`src/rtl/fpm_pkg.sv`:
```
// shared types and constants for the shift-keying / width-modulation control
// assumes a single 40 MHz system clock and synchronous active-low reset
package fpm_pkg;

  // ----------------------------------------------------------------
  // clock and widths
  // ----------------------------------------------------------------
  localparam logic [31:0] FPM_CLK_HZ = 32'h0262_5a00;
  localparam int FPM_HOP_W = 48;
  localparam int FPM_RATE_W = 27;
  localparam int FPM_DEV_W = 32;
  localparam int FPM_DUTY_W = 14;
  localparam int FPM_LVL_W = 12;
  localparam int FPM_ALEN_W = 17;
  localparam int FPM_DEC_W = 5;
  localparam int FPM_DEC_SHIFT = 12;
  // half a shift period in rate units (mHz) times clock cycles
  localparam logic [35:0] FPM_HALF_ACC = 36'(64'(FPM_CLK_HZ) * 64'h1f4);

  // ----------------------------------------------------------------
  // limits and reset values (hop in uHz, rates in mHz, widths in ns)
  // ----------------------------------------------------------------
  localparam logic [47:0] FPM_HOP_MIN = 48'h0000_0000_0001;
  localparam logic [47:0] FPM_HOP_MAX = 48'h1230_9ce5_4000;
  localparam logic [47:0] FPM_HOP_MAX_RAMP = 48'h002e_90ed_d000;
  localparam logic [47:0] FPM_HOP_MAX_ARB = 48'h0574_fbde_6000;
  localparam logic [47:0] FPM_HOP_DEF = 48'h0000_05f5_e100;
  localparam logic [26:0] FPM_RATE_MIN = 27'h000_0002;
  localparam logic [26:0] FPM_RATE_MAX = 27'h5f5_e100;
  localparam logic [26:0] FPM_RATE_DEF = 27'h000_2710;
  localparam logic [26:0] FPM_PWMF_MAX = 27'h131_2d00;
  localparam logic [26:0] FPM_PWMF_DEF = 27'h000_2710;
  localparam logic [31:0] FPM_WDEV_DEF = 32'h0000_2710;
  localparam logic [13:0] FPM_DDEV_DEF = 14'h0064;
  localparam logic [13:0] FPM_DUTY_FULL = 14'h2710;
  localparam logic [16:0] FPM_ARB_ROUND = 17'h0_0fff;
  localparam logic signed [44:0] FPM_LVL_FULL = 45'sh0000_0000_07ff;

  // ----------------------------------------------------------------
  // enumerations
  // ----------------------------------------------------------------
  typedef enum logic [2:0] {
    FPM_SH_SINE, FPM_SH_SQUARE, FPM_SH_RAMP, FPM_SH_PULSE, FPM_SH_NOISE, FPM_SH_DC, FPM_SH_ARB
  } fpm_carrier_shape_t;
  typedef enum logic [2:0] {
    FPM_MOD_NONE, FPM_MOD_AM, FPM_MOD_FM, FPM_MOD_PM, FPM_MOD_FSK, FPM_MOD_PWM
  } fpm_mode_t;
  typedef enum logic {FPM_SRC_INTERNAL, FPM_SRC_EXTERNAL} fpm_src_t;
  typedef enum logic [2:0] {
    FPM_MS_SINE, FPM_MS_SQUARE, FPM_MS_RISING_RAMP, FPM_MS_FALLING_RAMP_SHAPE,
    FPM_MS_TRIANGLE, FPM_MS_NOISE, FPM_MS_ARBITRARY
  } fpm_mshape_t;
  typedef enum logic [3:0] {
    FPM_OP_SHIFT_SRC, FPM_OP_HOP_FREQ, FPM_OP_SHIFT_RATE, FPM_OP_SHIFT_EN,
    FPM_OP_PWM_SRC, FPM_OP_PWM_SHAPE, FPM_OP_PWM_FREQ, FPM_OP_WIDTH_DEV,
    FPM_OP_DUTY_DEV, FPM_OP_PWM_EN, FPM_OP_OTHER_MOD, FPM_OP_SWEEP_EN, FPM_OP_BURST_EN
  } fpm_op_t;

  // ----------------------------------------------------------------
  // command, carrier and status structures
  // ----------------------------------------------------------------
  typedef struct packed {
    fpm_op_t op;
    logic [47:0] data;
  } fpm_cmd_t;
  typedef struct packed {
    fpm_carrier_shape_t shape;
    logic [31:0] width_ns;
    logic [31:0] period_ns;
    logic [13:0] duty;
  } fpm_carrier_t;
  typedef struct packed {
    fpm_mode_t mode;
    logic shift_en;
    fpm_src_t shift_source_select;
    logic [47:0] hop_frequency_setting;
    logic [26:0] internal_shift_rate;
    fpm_src_t pwm_src;
    fpm_mshape_t pwm_shape;
    logic [26:0] pwm_freq;
    logic [31:0] width_dev;
    logic [13:0] duty_deviation_setting;
    logic sweep_en;
    logic burst_en;
  } fpm_status_t;

endpackage

```
`src/rtl/fpm_ctrl.sv`:
```
// shift-keying and width-modulation control: settings, mode exclusion, hop select
// assumes carrier settings arrive from elsewhere on clk_sys_in; the trigger level is asynchronous and synchronised here
`timescale 1ns/100ps
module fpm_ctrl (
  input wire logic clk_sys_in,
  input wire logic resetn_in,
  input wire logic cmd_valid_in,
  input wire fpm_pkg::fpm_cmd_t cmd_in,
  input wire fpm_pkg::fpm_carrier_t carrier_in,
  input wire logic ext_select_in,
  input wire logic signed [11:0] mod_level_in,
  input wire logic [16:0] arb_len_in,
  output fpm_pkg::fpm_status_t status_out,
  output logic hop_select_out,
  output logic err_out,
  output logic [31:0] width_dev_eff_out,
  output logic [13:0] duty_dev_eff_out,
  output logic signed [32:0] width_dev_mod_out,
  output logic signed [14:0] duty_dev_mod_out,
  output logic [4:0] decim_step_out
);

  // ----------------------------------------------------------------
  // decode helpers
  // ----------------------------------------------------------------
  function automatic logic shift_carrier_ok(input fpm_pkg::fpm_carrier_shape_t s);
    shift_carrier_ok = (s == fpm_pkg::FPM_SH_SINE) || (s == fpm_pkg::FPM_SH_SQUARE) ||
                       (s == fpm_pkg::FPM_SH_RAMP) || (s == fpm_pkg::FPM_SH_ARB);
  endfunction

  function automatic logic [47:0] hop_cap(input fpm_pkg::fpm_carrier_shape_t s);
    if (s == fpm_pkg::FPM_SH_RAMP) begin
      hop_cap = fpm_pkg::FPM_HOP_MAX_RAMP;
    end else if (s == fpm_pkg::FPM_SH_ARB) begin
      hop_cap = fpm_pkg::FPM_HOP_MAX_ARB;
    end else begin
      hop_cap = fpm_pkg::FPM_HOP_MAX;
    end
  endfunction

  function automatic logic [26:0] clamp_rate(input logic [47:0] v, input logic [26:0] hi);
    if (v < 48'(fpm_pkg::FPM_RATE_MIN)) begin
      clamp_rate = fpm_pkg::FPM_RATE_MIN;
    end else if (v > 48'(hi)) begin
      clamp_rate = hi;
    end else begin
      clamp_rate = v[26:0];
    end
  endfunction

  // ----------------------------------------------------------------
  // state
  // ----------------------------------------------------------------
  fpm_pkg::fpm_status_t cfg_q, cfg_d;
  logic err_q, err_d;
  logic hop_sel_q, hop_sel_d;
  logic [31:0] wdev_q, wdev_d;
  logic [13:0] ddev_q, ddev_d;
  logic signed [32:0] wmod_q, wmod_d;
  logic signed [14:0] dmod_q, dmod_d;
  logic [4:0] dec_q, dec_d;
  logic [47:0] cap;
  logic [31:0] wlim;
  logic [13:0] dlim;
  logic [16:0] dec_full;
  logic signed [44:0] wprod;
  logic signed [44:0] dprod;
  logic ext_lvl;
  logic shift_tick;
  logic shift_int_run;

  // ----------------------------------------------------------------
  // trigger input and internal rate
  // ----------------------------------------------------------------
  // two-flop synchroniser
  fpm_sync u_sync (
    .clk_sys_in(clk_sys_in),
    .resetn_in(resetn_in),
    .async_in(ext_select_in),
    .sync_out(ext_lvl)
  );

  assign shift_int_run = (cfg_q.mode == fpm_pkg::FPM_MOD_FSK) &&
                         (cfg_q.shift_source_select == fpm_pkg::FPM_SRC_INTERNAL);

  fpm_rate_gen u_rate (
    .clk_sys_in(clk_sys_in),
    .resetn_in(resetn_in),
    .enable_in(shift_int_run),
    .rate_in(cfg_q.internal_shift_rate),
    .tick_out(shift_tick)
  );

  // ----------------------------------------------------------------
  // next state
  // ----------------------------------------------------------------
  always_comb begin
    cfg_d = cfg_q;
    err_d = 1'b0;
    cap = hop_cap(carrier_in.shape);
    if (cfg_q.hop_frequency_setting > cap) begin
      cfg_d.hop_frequency_setting = cap;
    end
    if (cfg_q.mode == fpm_pkg::FPM_MOD_FSK && !shift_carrier_ok(carrier_in.shape)) begin
      cfg_d.mode = fpm_pkg::FPM_MOD_NONE;
    end
    if (cfg_q.mode == fpm_pkg::FPM_MOD_PWM && carrier_in.shape != fpm_pkg::FPM_SH_PULSE) begin
      cfg_d.mode = fpm_pkg::FPM_MOD_NONE;
    end
    if (cmd_valid_in) begin
      case (cmd_in.op)
        fpm_pkg::FPM_OP_SHIFT_SRC: begin
          cfg_d.shift_source_select = fpm_pkg::fpm_src_t'(cmd_in.data[0]);
        end
        fpm_pkg::FPM_OP_HOP_FREQ: begin
          if (cmd_in.data < fpm_pkg::FPM_HOP_MIN) begin
            cfg_d.hop_frequency_setting = fpm_pkg::FPM_HOP_MIN;
            err_d = 1'b1;
          end else if (cmd_in.data > cap) begin
            cfg_d.hop_frequency_setting = cap;
            err_d = 1'b1;
          end else begin
            cfg_d.hop_frequency_setting = cmd_in.data;
          end
        end
        fpm_pkg::FPM_OP_SHIFT_RATE: begin
          cfg_d.internal_shift_rate = clamp_rate(cmd_in.data, fpm_pkg::FPM_RATE_MAX);
          err_d = (48'(cfg_d.internal_shift_rate) != cmd_in.data);
        end
        fpm_pkg::FPM_OP_SHIFT_EN: begin
          if (!cmd_in.data[0]) begin
            if (cfg_q.mode == fpm_pkg::FPM_MOD_FSK) begin
              cfg_d.mode = fpm_pkg::FPM_MOD_NONE;
            end
          end else if (shift_carrier_ok(carrier_in.shape)) begin
            cfg_d.mode = fpm_pkg::FPM_MOD_FSK;
            cfg_d.sweep_en = 1'b0;
            cfg_d.burst_en = 1'b0;
          end else begin
            err_d = 1'b1;
          end
        end
        fpm_pkg::FPM_OP_PWM_SRC: begin
          cfg_d.pwm_src = fpm_pkg::fpm_src_t'(cmd_in.data[0]);
        end
        fpm_pkg::FPM_OP_PWM_SHAPE: begin
          if (cmd_in.data[2:0] <= 3'(fpm_pkg::FPM_MS_ARBITRARY)) begin
            cfg_d.pwm_shape = fpm_pkg::fpm_mshape_t'(cmd_in.data[2:0]);
          end else begin
            err_d = 1'b1;
          end
        end
        fpm_pkg::FPM_OP_PWM_FREQ: begin
          cfg_d.pwm_freq = clamp_rate(cmd_in.data, fpm_pkg::FPM_PWMF_MAX);
          err_d = (48'(cfg_d.pwm_freq) != cmd_in.data);
        end
        fpm_pkg::FPM_OP_WIDTH_DEV: begin
          cfg_d.width_dev = cmd_in.data[31:0];
          err_d = (cmd_in.data[47:32] != 16'h0000);
        end
        fpm_pkg::FPM_OP_DUTY_DEV: begin
          cfg_d.duty_deviation_setting = cmd_in.data[13:0];
          err_d = (cmd_in.data[47:14] != 34'h0_0000_0000);
        end
        fpm_pkg::FPM_OP_PWM_EN: begin
          if (!cmd_in.data[0]) begin
            if (cfg_q.mode == fpm_pkg::FPM_MOD_PWM) begin
              cfg_d.mode = fpm_pkg::FPM_MOD_NONE;
            end
          end else if (carrier_in.shape == fpm_pkg::FPM_SH_PULSE) begin
            cfg_d.mode = fpm_pkg::FPM_MOD_PWM;
            cfg_d.sweep_en = 1'b0;
            cfg_d.burst_en = 1'b0;
          end else begin
            err_d = 1'b1;
          end
        end
        fpm_pkg::FPM_OP_OTHER_MOD: begin
          if (cmd_in.data[2:0] >= 3'(fpm_pkg::FPM_MOD_AM) &&
              cmd_in.data[2:0] <= 3'(fpm_pkg::FPM_MOD_PM)) begin
            cfg_d.mode = fpm_pkg::fpm_mode_t'(cmd_in.data[2:0]);
            cfg_d.sweep_en = 1'b0;
            cfg_d.burst_en = 1'b0;
          end else if (cmd_in.data[2:0] == 3'(fpm_pkg::FPM_MOD_NONE)) begin
            if (cfg_q.mode != fpm_pkg::FPM_MOD_FSK && cfg_q.mode != fpm_pkg::FPM_MOD_PWM) begin
              cfg_d.mode = fpm_pkg::FPM_MOD_NONE;
            end
          end else begin
            err_d = 1'b1;
          end
        end
        fpm_pkg::FPM_OP_SWEEP_EN: begin
          cfg_d.sweep_en = cmd_in.data[0];
          if (cmd_in.data[0]) begin
            cfg_d.mode = fpm_pkg::FPM_MOD_NONE;
          end
        end
        fpm_pkg::FPM_OP_BURST_EN: begin
          cfg_d.burst_en = cmd_in.data[0];
          if (cmd_in.data[0]) begin
            cfg_d.mode = fpm_pkg::FPM_MOD_NONE;
          end
        end
        default: begin
          err_d = 1'b1;
        end
      endcase
    end
    cfg_d.shift_en = (cfg_d.mode == fpm_pkg::FPM_MOD_FSK);

    hop_sel_d = 1'b0;
    if (cfg_q.mode == fpm_pkg::FPM_MOD_FSK) begin
      if (cfg_q.shift_source_select == fpm_pkg::FPM_SRC_EXTERNAL) begin
        hop_sel_d = ext_lvl;
      end else begin
        hop_sel_d = hop_sel_q ^ shift_tick;
      end
    end

    wlim = (carrier_in.period_ns > carrier_in.width_ns) ?
           carrier_in.period_ns - carrier_in.width_ns : 32'h0000_0000;
    if (carrier_in.width_ns < wlim) begin
      wlim = carrier_in.width_ns;
    end
    dlim = (carrier_in.duty < fpm_pkg::FPM_DUTY_FULL) ?
           fpm_pkg::FPM_DUTY_FULL - carrier_in.duty : 14'h0000;
    if (carrier_in.duty < dlim) begin
      dlim = carrier_in.duty;
    end
    wdev_d = (cfg_q.width_dev < wlim) ? cfg_q.width_dev : wlim;
    ddev_d = (cfg_q.duty_deviation_setting < dlim) ? cfg_q.duty_deviation_setting : dlim;

    wprod = $signed({13'h0000, wdev_q}) * 45'(mod_level_in);
    dprod = $signed({31'h0000_0000, ddev_q}) * 45'(mod_level_in);
    if (cfg_q.pwm_src == fpm_pkg::FPM_SRC_EXTERNAL) begin
      wmod_d = 33'(wprod / fpm_pkg::FPM_LVL_FULL);
      dmod_d = 15'(dprod / fpm_pkg::FPM_LVL_FULL);
    end else begin
      wmod_d = $signed({1'b0, wdev_q});
      dmod_d = $signed({1'b0, ddev_q});
    end

    dec_full = (arb_len_in + fpm_pkg::FPM_ARB_ROUND) >> fpm_pkg::FPM_DEC_SHIFT;
    dec_d = 5'h01;
    if (cfg_q.pwm_src == fpm_pkg::FPM_SRC_INTERNAL &&
        cfg_q.pwm_shape == fpm_pkg::FPM_MS_ARBITRARY && dec_full > 17'h0_0001) begin
      dec_d = dec_full[4:0];
    end
  end

  // ----------------------------------------------------------------
  // registers
  // ----------------------------------------------------------------
  always_ff @(posedge clk_sys_in) begin
    if (!resetn_in) begin
      cfg_q <= '{mode: fpm_pkg::FPM_MOD_NONE, shift_en: 1'b0,
                 shift_source_select: fpm_pkg::FPM_SRC_INTERNAL,
                 hop_frequency_setting: fpm_pkg::FPM_HOP_DEF,
                 internal_shift_rate: fpm_pkg::FPM_RATE_DEF,
                 pwm_src: fpm_pkg::FPM_SRC_INTERNAL, pwm_shape: fpm_pkg::FPM_MS_SINE,
                 pwm_freq: fpm_pkg::FPM_PWMF_DEF, width_dev: fpm_pkg::FPM_WDEV_DEF,
                 duty_deviation_setting: fpm_pkg::FPM_DDEV_DEF,
                 sweep_en: 1'b0, burst_en: 1'b0};
      err_q <= 1'b0;
      hop_sel_q <= 1'b0;
      wdev_q <= '0;
      ddev_q <= '0;
      wmod_q <= '0;
      dmod_q <= '0;
      dec_q <= 5'h01;
    end else begin
      cfg_q <= cfg_d;
      err_q <= err_d;
      hop_sel_q <= hop_sel_d;
      wdev_q <= wdev_d;
      ddev_q <= ddev_d;
      wmod_q <= wmod_d;
      dmod_q <= dmod_d;
      dec_q <= dec_d;
    end
  end

  assign status_out = cfg_q;
  assign hop_select_out = hop_sel_q;
  assign err_out = err_q;
  assign width_dev_eff_out = wdev_q;
  assign duty_dev_eff_out = ddev_q;
  assign width_dev_mod_out = wmod_q;
  assign duty_dev_mod_out = dmod_q;
  assign decim_step_out = dec_q;
endmodule

```
`src/rtl/fpm_sync.sv`:
```
// two-flop level synchroniser
// assumes the input may change at any time relative to clk_sys_in
`timescale 1ns/100ps
module fpm_sync (
  input wire logic clk_sys_in,
  input wire logic resetn_in,
  input wire logic async_in,
  output logic sync_out
);

  logic meta_q, meta_d;
  logic sync_q, sync_d;

  always_comb begin
    meta_d = async_in;
    sync_d = meta_q;
  end

  always_ff @(posedge clk_sys_in) begin
    if (!resetn_in) begin
      meta_q <= 1'b0;
      sync_q <= 1'b0;
    end else begin
      meta_q <= meta_d;
      sync_q <= sync_d;
    end
  end

  assign sync_out = sync_q;

endmodule

```
`src/rtl/fpm_rate_gen.sv`:
```
// fractional rate generator: one tick per half period of the programmed rate
// assumes rate_in in mHz, at most a small fraction of the clock
`timescale 1ns/100ps
module fpm_rate_gen (
  input wire logic clk_sys_in,
  input wire logic resetn_in,
  input wire logic enable_in,
  input wire logic [fpm_pkg::FPM_RATE_W-1:0] rate_in,
  output logic tick_out
);

  logic [35:0] acc_q, acc_d;
  logic [35:0] sum;
  logic tick_q, tick_d;

  always_comb begin
    sum = acc_q + 36'(rate_in);
    acc_d = sum;
    tick_d = 1'b0;
    if (!enable_in) begin
      acc_d = '0;
    end else if (sum >= fpm_pkg::FPM_HALF_ACC) begin
      acc_d = sum - fpm_pkg::FPM_HALF_ACC;
      tick_d = 1'b1;
    end
  end

  always_ff @(posedge clk_sys_in) begin
    if (!resetn_in) begin
      acc_q <= '0;
      tick_q <= 1'b0;
    end else begin
      acc_q <= acc_d;
      tick_q <= tick_d;
    end
  end

  assign tick_out = tick_q;

endmodule

```
`config.mk`:
```
export PLATFORM = sky130hd
export DESIGN_NAME = fpm_ctrl
export DESIGN_NICKNAME = d
export VERILOG_FILES = /design/src/rtl/fpm_pkg.sv /design/src/rtl/fpm_ctrl.sv /design/src/rtl/fpm_sync.sv /design/src/rtl/fpm_rate_gen.sv
export SDC_FILE = /design/constraint.sdc
export NUM_CORES = 2
export LEC_CHECK = 0
export ABC_AREA = 1
export BUFFER_PORTS_ARGS = -buffer_cell sky130_fd_sc_hd__buf_2
export CAP_MARGIN = 15
export CORE_MARGIN = 2
export CORE_UTILIZATION = 48
export CTS_CLUSTER_SIZE = 25
export DETAILED_ROUTE_END_ITERATION = 16
export PLACE_DENSITY = 0.66
export SLEW_MARGIN = 10
export SYNTH_ARGS = -nofsm -noshare
export SYNTH_HDL_FRONTEND = slang
export SYNTH_SLANG_ARGS = --single-unit
```
`constraint.sdc`:
```
create_clock -name clk_sys_in -period 34.5 [get_ports clk_sys_in]
set_input_delay 0 -clock clk_sys_in [delete_from_list [all_inputs] [get_ports clk_sys_in]]
set_output_delay 0 -clock clk_sys_in [all_outputs]
set_load 0.02 [all_outputs]
```
# Yosys cells after proc, flatten, opt, wreduce, memory -nomap -nowiden

Index checks and enable logic that the tools add are counted.

Flip-flop bits (word level): 299
Bits of input ports: 166
Output and inout bits: 260

Add/subtract/negate cells: 5
$mul: 2
Divide/modulo/power cells: 2
Magnitude comparators: 17
Equality and inequality tests: 30
Muxes and demuxes: 64
Bitwise operators: 3
Reduce and logical (&&, ||, !) cells: 34

Operators by type and width:

| cell                                                                | number |
|---|---|
| 2-to-1 mux 27 bit                                                   | 10 |
| 2-to-1 mux 48 bit                                                   | 5 |
| 2-to-1 mux 32 bit                                                   | 5 |
| 2-to-1 mux 154 bit                                                  | 1 |
| > comparator 48 bit                                                 | 2 |
| != test 27 x 48 -> 1 bit                                            | 2 |
| divider 45 x 12 -> 45 bit, second input constant                    | 2 |
| 2-to-1 mux 14 bit                                                   | 5 |
| < comparator 32 bit                                                 | 2 |
| > comparator 48 x 25 -> 1 bit, second input constant                | 1 |
| > comparator 48 x 27 -> 1 bit, second input constant                | 1 |
| < comparator 48 x 1 -> 1 bit, second input constant                 | 1 |
| < comparator 48 x 2 -> 1 bit, second input constant                 | 1 |
| multiplier 33 x 12 -> 45 bit                                        | 1 |
| 2-to-1 mux 3 bit                                                    | 15 |
| 2-to-1 mux 45 bit                                                   | 1 |
| adder 36 x 27 -> 36 bit                                             | 1 |
| greater-or-equal comparator 36 x 35 -> 1 bit, second input constant | 1 |
| 2-to-1 mux 36 bit                                                   | 1 |
| subtractor 36 x 35 -> 36 bit, second input constant                 | 1 |
| nonzero test 34 bit                                                 | 1 |
| > comparator 32 bit                                                 | 1 |
| subtractor 32 bit                                                   | 1 |
| < comparator 14 bit                                                 | 2 |
| other kinds (37)                                                    | 93 |

# Longest topological paths before layout

Depth after elaboration: 14
Mapped depth: 285
Depth with buffers taken out: 273

# Modules after synthesis

Synthesis repeated with hierarchy kept, for this count alone.

Cell total of the unflattened synthesis: 9833
Area, all modules: 61699.2 µm²

By module, submodules not included:

| module       | instances | cells each | area an instance (µm²) | sequential area each (µm²) |
|---|---|---|---|---|
| fpm_ctrl     | 1         | 8890       | 56790.7                | 5205.0 |
| fpm_rate_gen | 1         | 937        | 4853.4                 | 740.7 |
| fpm_sync     | 1         | 6          | 55.1                   | 40.0 |

# Least setup slack after synthesis

No wires, ideal clock.

Kind: reg2reg
Start: register wdev_q[1] (netlist: width_dev_eff_out[1])
End: register wmod_q[30] (netlist: width_dev_mod_out[30])
Arrival: 27.576 ns
Data required time: 34.387 ns
Setup slack: 6.811 ns
Stages on the path, launching flop included: 252
Buffers on the path: 25
Clock period less this slack: 27.689 ns
Cell sequence: dfxtp_1 -> clkbuf_1 -> nand2_1 -> fa_1 -> fa_1 -> inv_1 -> fa_1 -> fa_1 -> inv_1 -> fa_1 -> inv_1 -> ha_1 -> nand2_2 -> inv_2 -> a21oi_2 -> nand2_2 -> nand2_2 -> nand2_1 -> (+216 left out) -> nand2_2 -> nand3_1 -> nor2_1 -> nor2_2 -> ha_1 -> nand3_1 -> nor3_2 -> nand3_2 -> nor2_4 -> nand3_2 -> nor2_4 -> nand2_2 -> nor2_4 -> a21oi_2 -> a21oi_2 -> xnor2_1 -> o21ai_1 -> inv_1

Word-level cells in the longest chain between the ends: 3

Ends and longest elaborated chain:

| what                         | line            | source |
|---|---|---|
| start: declaration           | fpm_ctrl.sv:57  | `logic [31:0] wdev_q, wdev_d;` |
| start signal: assignment     | fpm_ctrl.sv:275 | `wdev_q <= wdev_d;` |
| multiplier 33 x 12 -> 45 bit | fpm_ctrl.sv:233 | `wprod = $signed({13'h0000, wdev_q}) * 45'(mod_level_in);` |
| divider 45 x 12 -> 45 bit    | fpm_ctrl.sv:236 | `wmod_d = 33'(wprod / fpm_pkg::FPM_LVL_FULL);` |
| 2-to-1 mux 32 bit            | fpm_ctrl.sv:235 | `if (cfg_q.pwm_src == fpm_pkg::FPM_SRC_EXTERNAL) begin` |
| end signal: assignment       | fpm_ctrl.sv:277 | `wmod_q <= wmod_d;` |
| end: declaration             | fpm_ctrl.sv:59  | `logic signed [32:0] wmod_q, wmod_d;` |

No other way between the ends.
A chain may end at the register's enable or synchronous reset.

# Final worst setup path

Start: register wdev_q[20] (netlist: width_dev_eff_out[20])
End: register wmod_q[26] (netlist: width_dev_mod_out[26])

Same word-level chain as after synthesis.

==> qor.yml <==
place:
  dpl.hpwl_um: 164000
  portBuffers: 425
  gp_congestion: 0.976
worst_setup_path:
  cp_max_fo: 16
  max_stage_delay_ns: 0.53
  path_class: "reg2reg"
  cp.required_ns: 35.00
  r2r_setup_slack_ns: 2.26
  end_kind: "flop"
  crit_slowest_cell: "fa_1"
  path_common_cell: "nand2_2"
  start_kind: "flop"
  critPathArrivalTime_ns: 32.73
clock_tree:
  clock_latency_ns: 0.65
  cts_buffers: 40
  cts.sinks: 299
  clock_path_buffers: 3
  h-tree-depth: 2
  clkTransAtPathRegs_ns: 0.06
  cts-root-buf: "clkbuf_16"
  cts_tree: "done"
cells_and_area:
  n_fill_cell: 12700
  seq_area_sq_um: 6070
  area_growth_pct: 10.8
  layout-drive-gt1-share_pct: 19.0
  final_nets: 10900
  multi_input_area_sq_um: 47300
floorplanning:
  start_util_pct: 48.5
  die_w_um: 361
  fp.dieH_um: 361
  rows: 130
  ios: 426
  die-area_sq_um: 130000
  core_area_sq_um: 126000
logic_synthesis:
  synth_cell_types: 99
  yosysTopAreaCell: "nand2_1"
  synth.avg_cell_area_sq_um: 6.46
  synth_seq_cells: 299
  synth_edf_count: 0
  yosys_most_used_dff: "dfxtp_1"
  netlist_top_cells_count: "2,369 x nand2_1, 1,569 x inv_1, 751 x nor2_1, 574 x nand3_1, 432 x a21oi_1"
  netlist.area_leader.share_pct: 14.6
  async_reset_ff_share_pct: 0
  synth_warnings: 0
  synth_area_sq_um: 61100
  yosys-top-cells-area: "nand2_1 15%, fa_1 14%, dfxtp_1 9.8%"
  syn_inst: 9455
  synth-seq-area-share_pct: 9.80
  synth_most_common_cell: "nand2_1"
detailed_routing:
  drt_iter0_drc: 4863
  vias_per_cell: 5.35
  postRouteAntennaNets: 0
  via_count: 61900
  dr.pass1.iters: 6
  drc: 0
  post_drt_wl_per_cell_um: 17.4
  finalWirelength_um: 201000
grt:
  grt_max_degree: 128
  first_global_vias: 59500
  grt_use_total_pct: 30.0
  overflow: 0
  antenna_found_initial: 18
  grt_first_pass_wirelength_um: 318000
timing:
  tns_ns: 0
  skew_ns: 0.0602
  hold_viol: 0
  worstMarginPinSlew_ns: 1.04
  max_freq_mhz: 31.0
  slew_violations: 0
  period_share_pct: 93.4
  period_needed_ns: 32.24
  slew_headroom_pct: 30.2
  setup_viol: 0
  rsz0062_at_grt: "yes"
worst_hold_path:
  hp-class: "in2reg"
outcome:
  status: "finished, final reports clean"
job:
  maxCapViolCount: 0
## metrics by stage
stage	cell area [sq um]	setup slack (ns)	instances	hold WS [ns]	util [%]
after global placement	64100	1.07	11300	0.211	50.9
after global routing	67700	-0.203	11600	0.0146	53.7
final	67700	2.26	11600	0.0403	53.7
after floorplan	61100	6.81	9457	0.0976	-
after detailed placement	64100	0.194	11300	0.210	50.9
after CTS	66400	0.0842	11500	0.0224	52.7
## layout make-up
| class | count | share of cell area [%] |
|---|---|---|
| clock inverters | 19 | 0.412 |
| well taps | 1650 | 3.05 |
| diodes | 9 | 0.0333 |
| flip-flops and latches | 299 | 8.98 |
| inverters | 1723 | 9.88 |
| repair buffers | 656 | 6.13 |
| multi-input cells | 7175 | 69.9 |
| repair inverters | 1 | 0.00740 |
| clock buffers | 51 | 1.61 |
## state kept, by name, indices dropped and copies added, names as in the netlist, 5 cells and up
signal,flops
duty_dev_mod_out,15
duty_dev_eff_out,14
status_out,159
decim_step_out,5
u_rate.acc_q,36
width_dev_eff_out,32
width_dev_mod_out,33
## cells by family (layout without fill, tap and decap cells)
| kind of cell | after synthesis | after routing | synth area share, % |
|---|---|---|---|
| xor+xnor | 204 | 204 | 3.04 |
| simple gates | 4946 | 4952 | 40.4 |
| fa+ha+maj | 812 | 812 | 21.9 |
| compound gates | 1203 | 1203 | 11.3 |
| other cells | 2 | 13 | 0.0123 |
| flops | 299 | 299 | 9.80 |
| buf+inv | 1989 | 2450 | 13.6 |
## cells in the final DEF (no fill, tap or decap), types with 108 or more instances in the layout
| cell type | synthesis | layout |
|---|---|---|
| nand2_1 | 2369 | 2361 |
| nand3_1 | 574 | 568 |
| fa_1 | 424 | 424 |
| nand2_2 | 361 | 363 |
| xor2_1 | 157 | 157 |
| a21oi_1 | 432 | 430 |
| buf_4 | 4 | 135 |
| nor2_2 | 142 | 146 |
| ha_1 | 388 | 384 |
| buf_2 | 2 | 424 |
| inv_1 | 1569 | 1568 |
| o21ai_0 | 410 | 404 |
| nand4_1 | 115 | 115 |
| dfxtp_1 | 299 | 265 |
| nor2_1 | 751 | 735 |
| nand3_2 | 106 | 108 |
| nand2_4 | 205 | 197 |
## critical path, delay by kind of cell, from the launching register on
kind / cells / cell delay, ns
and+or+nand+nor: 190 / 23.71
adders and majority gates: 7 / 3.22
buffers and inverters: 22 / 2.57
AOI/OAI and AO/OA: 8 / 1.76
DFF: 1 / 0.52
xor gates and xnor gates: 1 / 0.16
## worst paths after layout
kind / startpoint / to / cells past startpoint
max: width_dev_eff_out[20] / width_dev_mod_out[26] / 228
min: carrier_in[48] / width_dev_eff_out[2] / 3
max reg2reg: width_dev_eff_out[20] / width_dev_mod_out[26] / 228
min reg2reg: status_out[73] / status_out[73] / 2
## routing by layer
layer / track usage, % / routed length, um / vias up
met1: 38.2 / 85200 / 29000
li1: - / - / 30500
met5: 0 / 69 / -
met3: 5.72 / 14500 / 417
met2: 49.7 / 92200 / 1996
met4: 12.4 / 9360 / 12
## what timing repair did
| item | CTS | global route |
|---|---|---|
| resized for setup | 0 | 143 |
| hold buffers | 93 | 0 |
| buffers inserted | 0 | 85 |
| setup endpoints to repair | 0 | 47 |
| endpoints found under the hold margin | 198 | 0 |
Power is left out: the tool's default activity adds up to more than one toggle a clock period on the data nets, which glitch-free logic cannot reach.
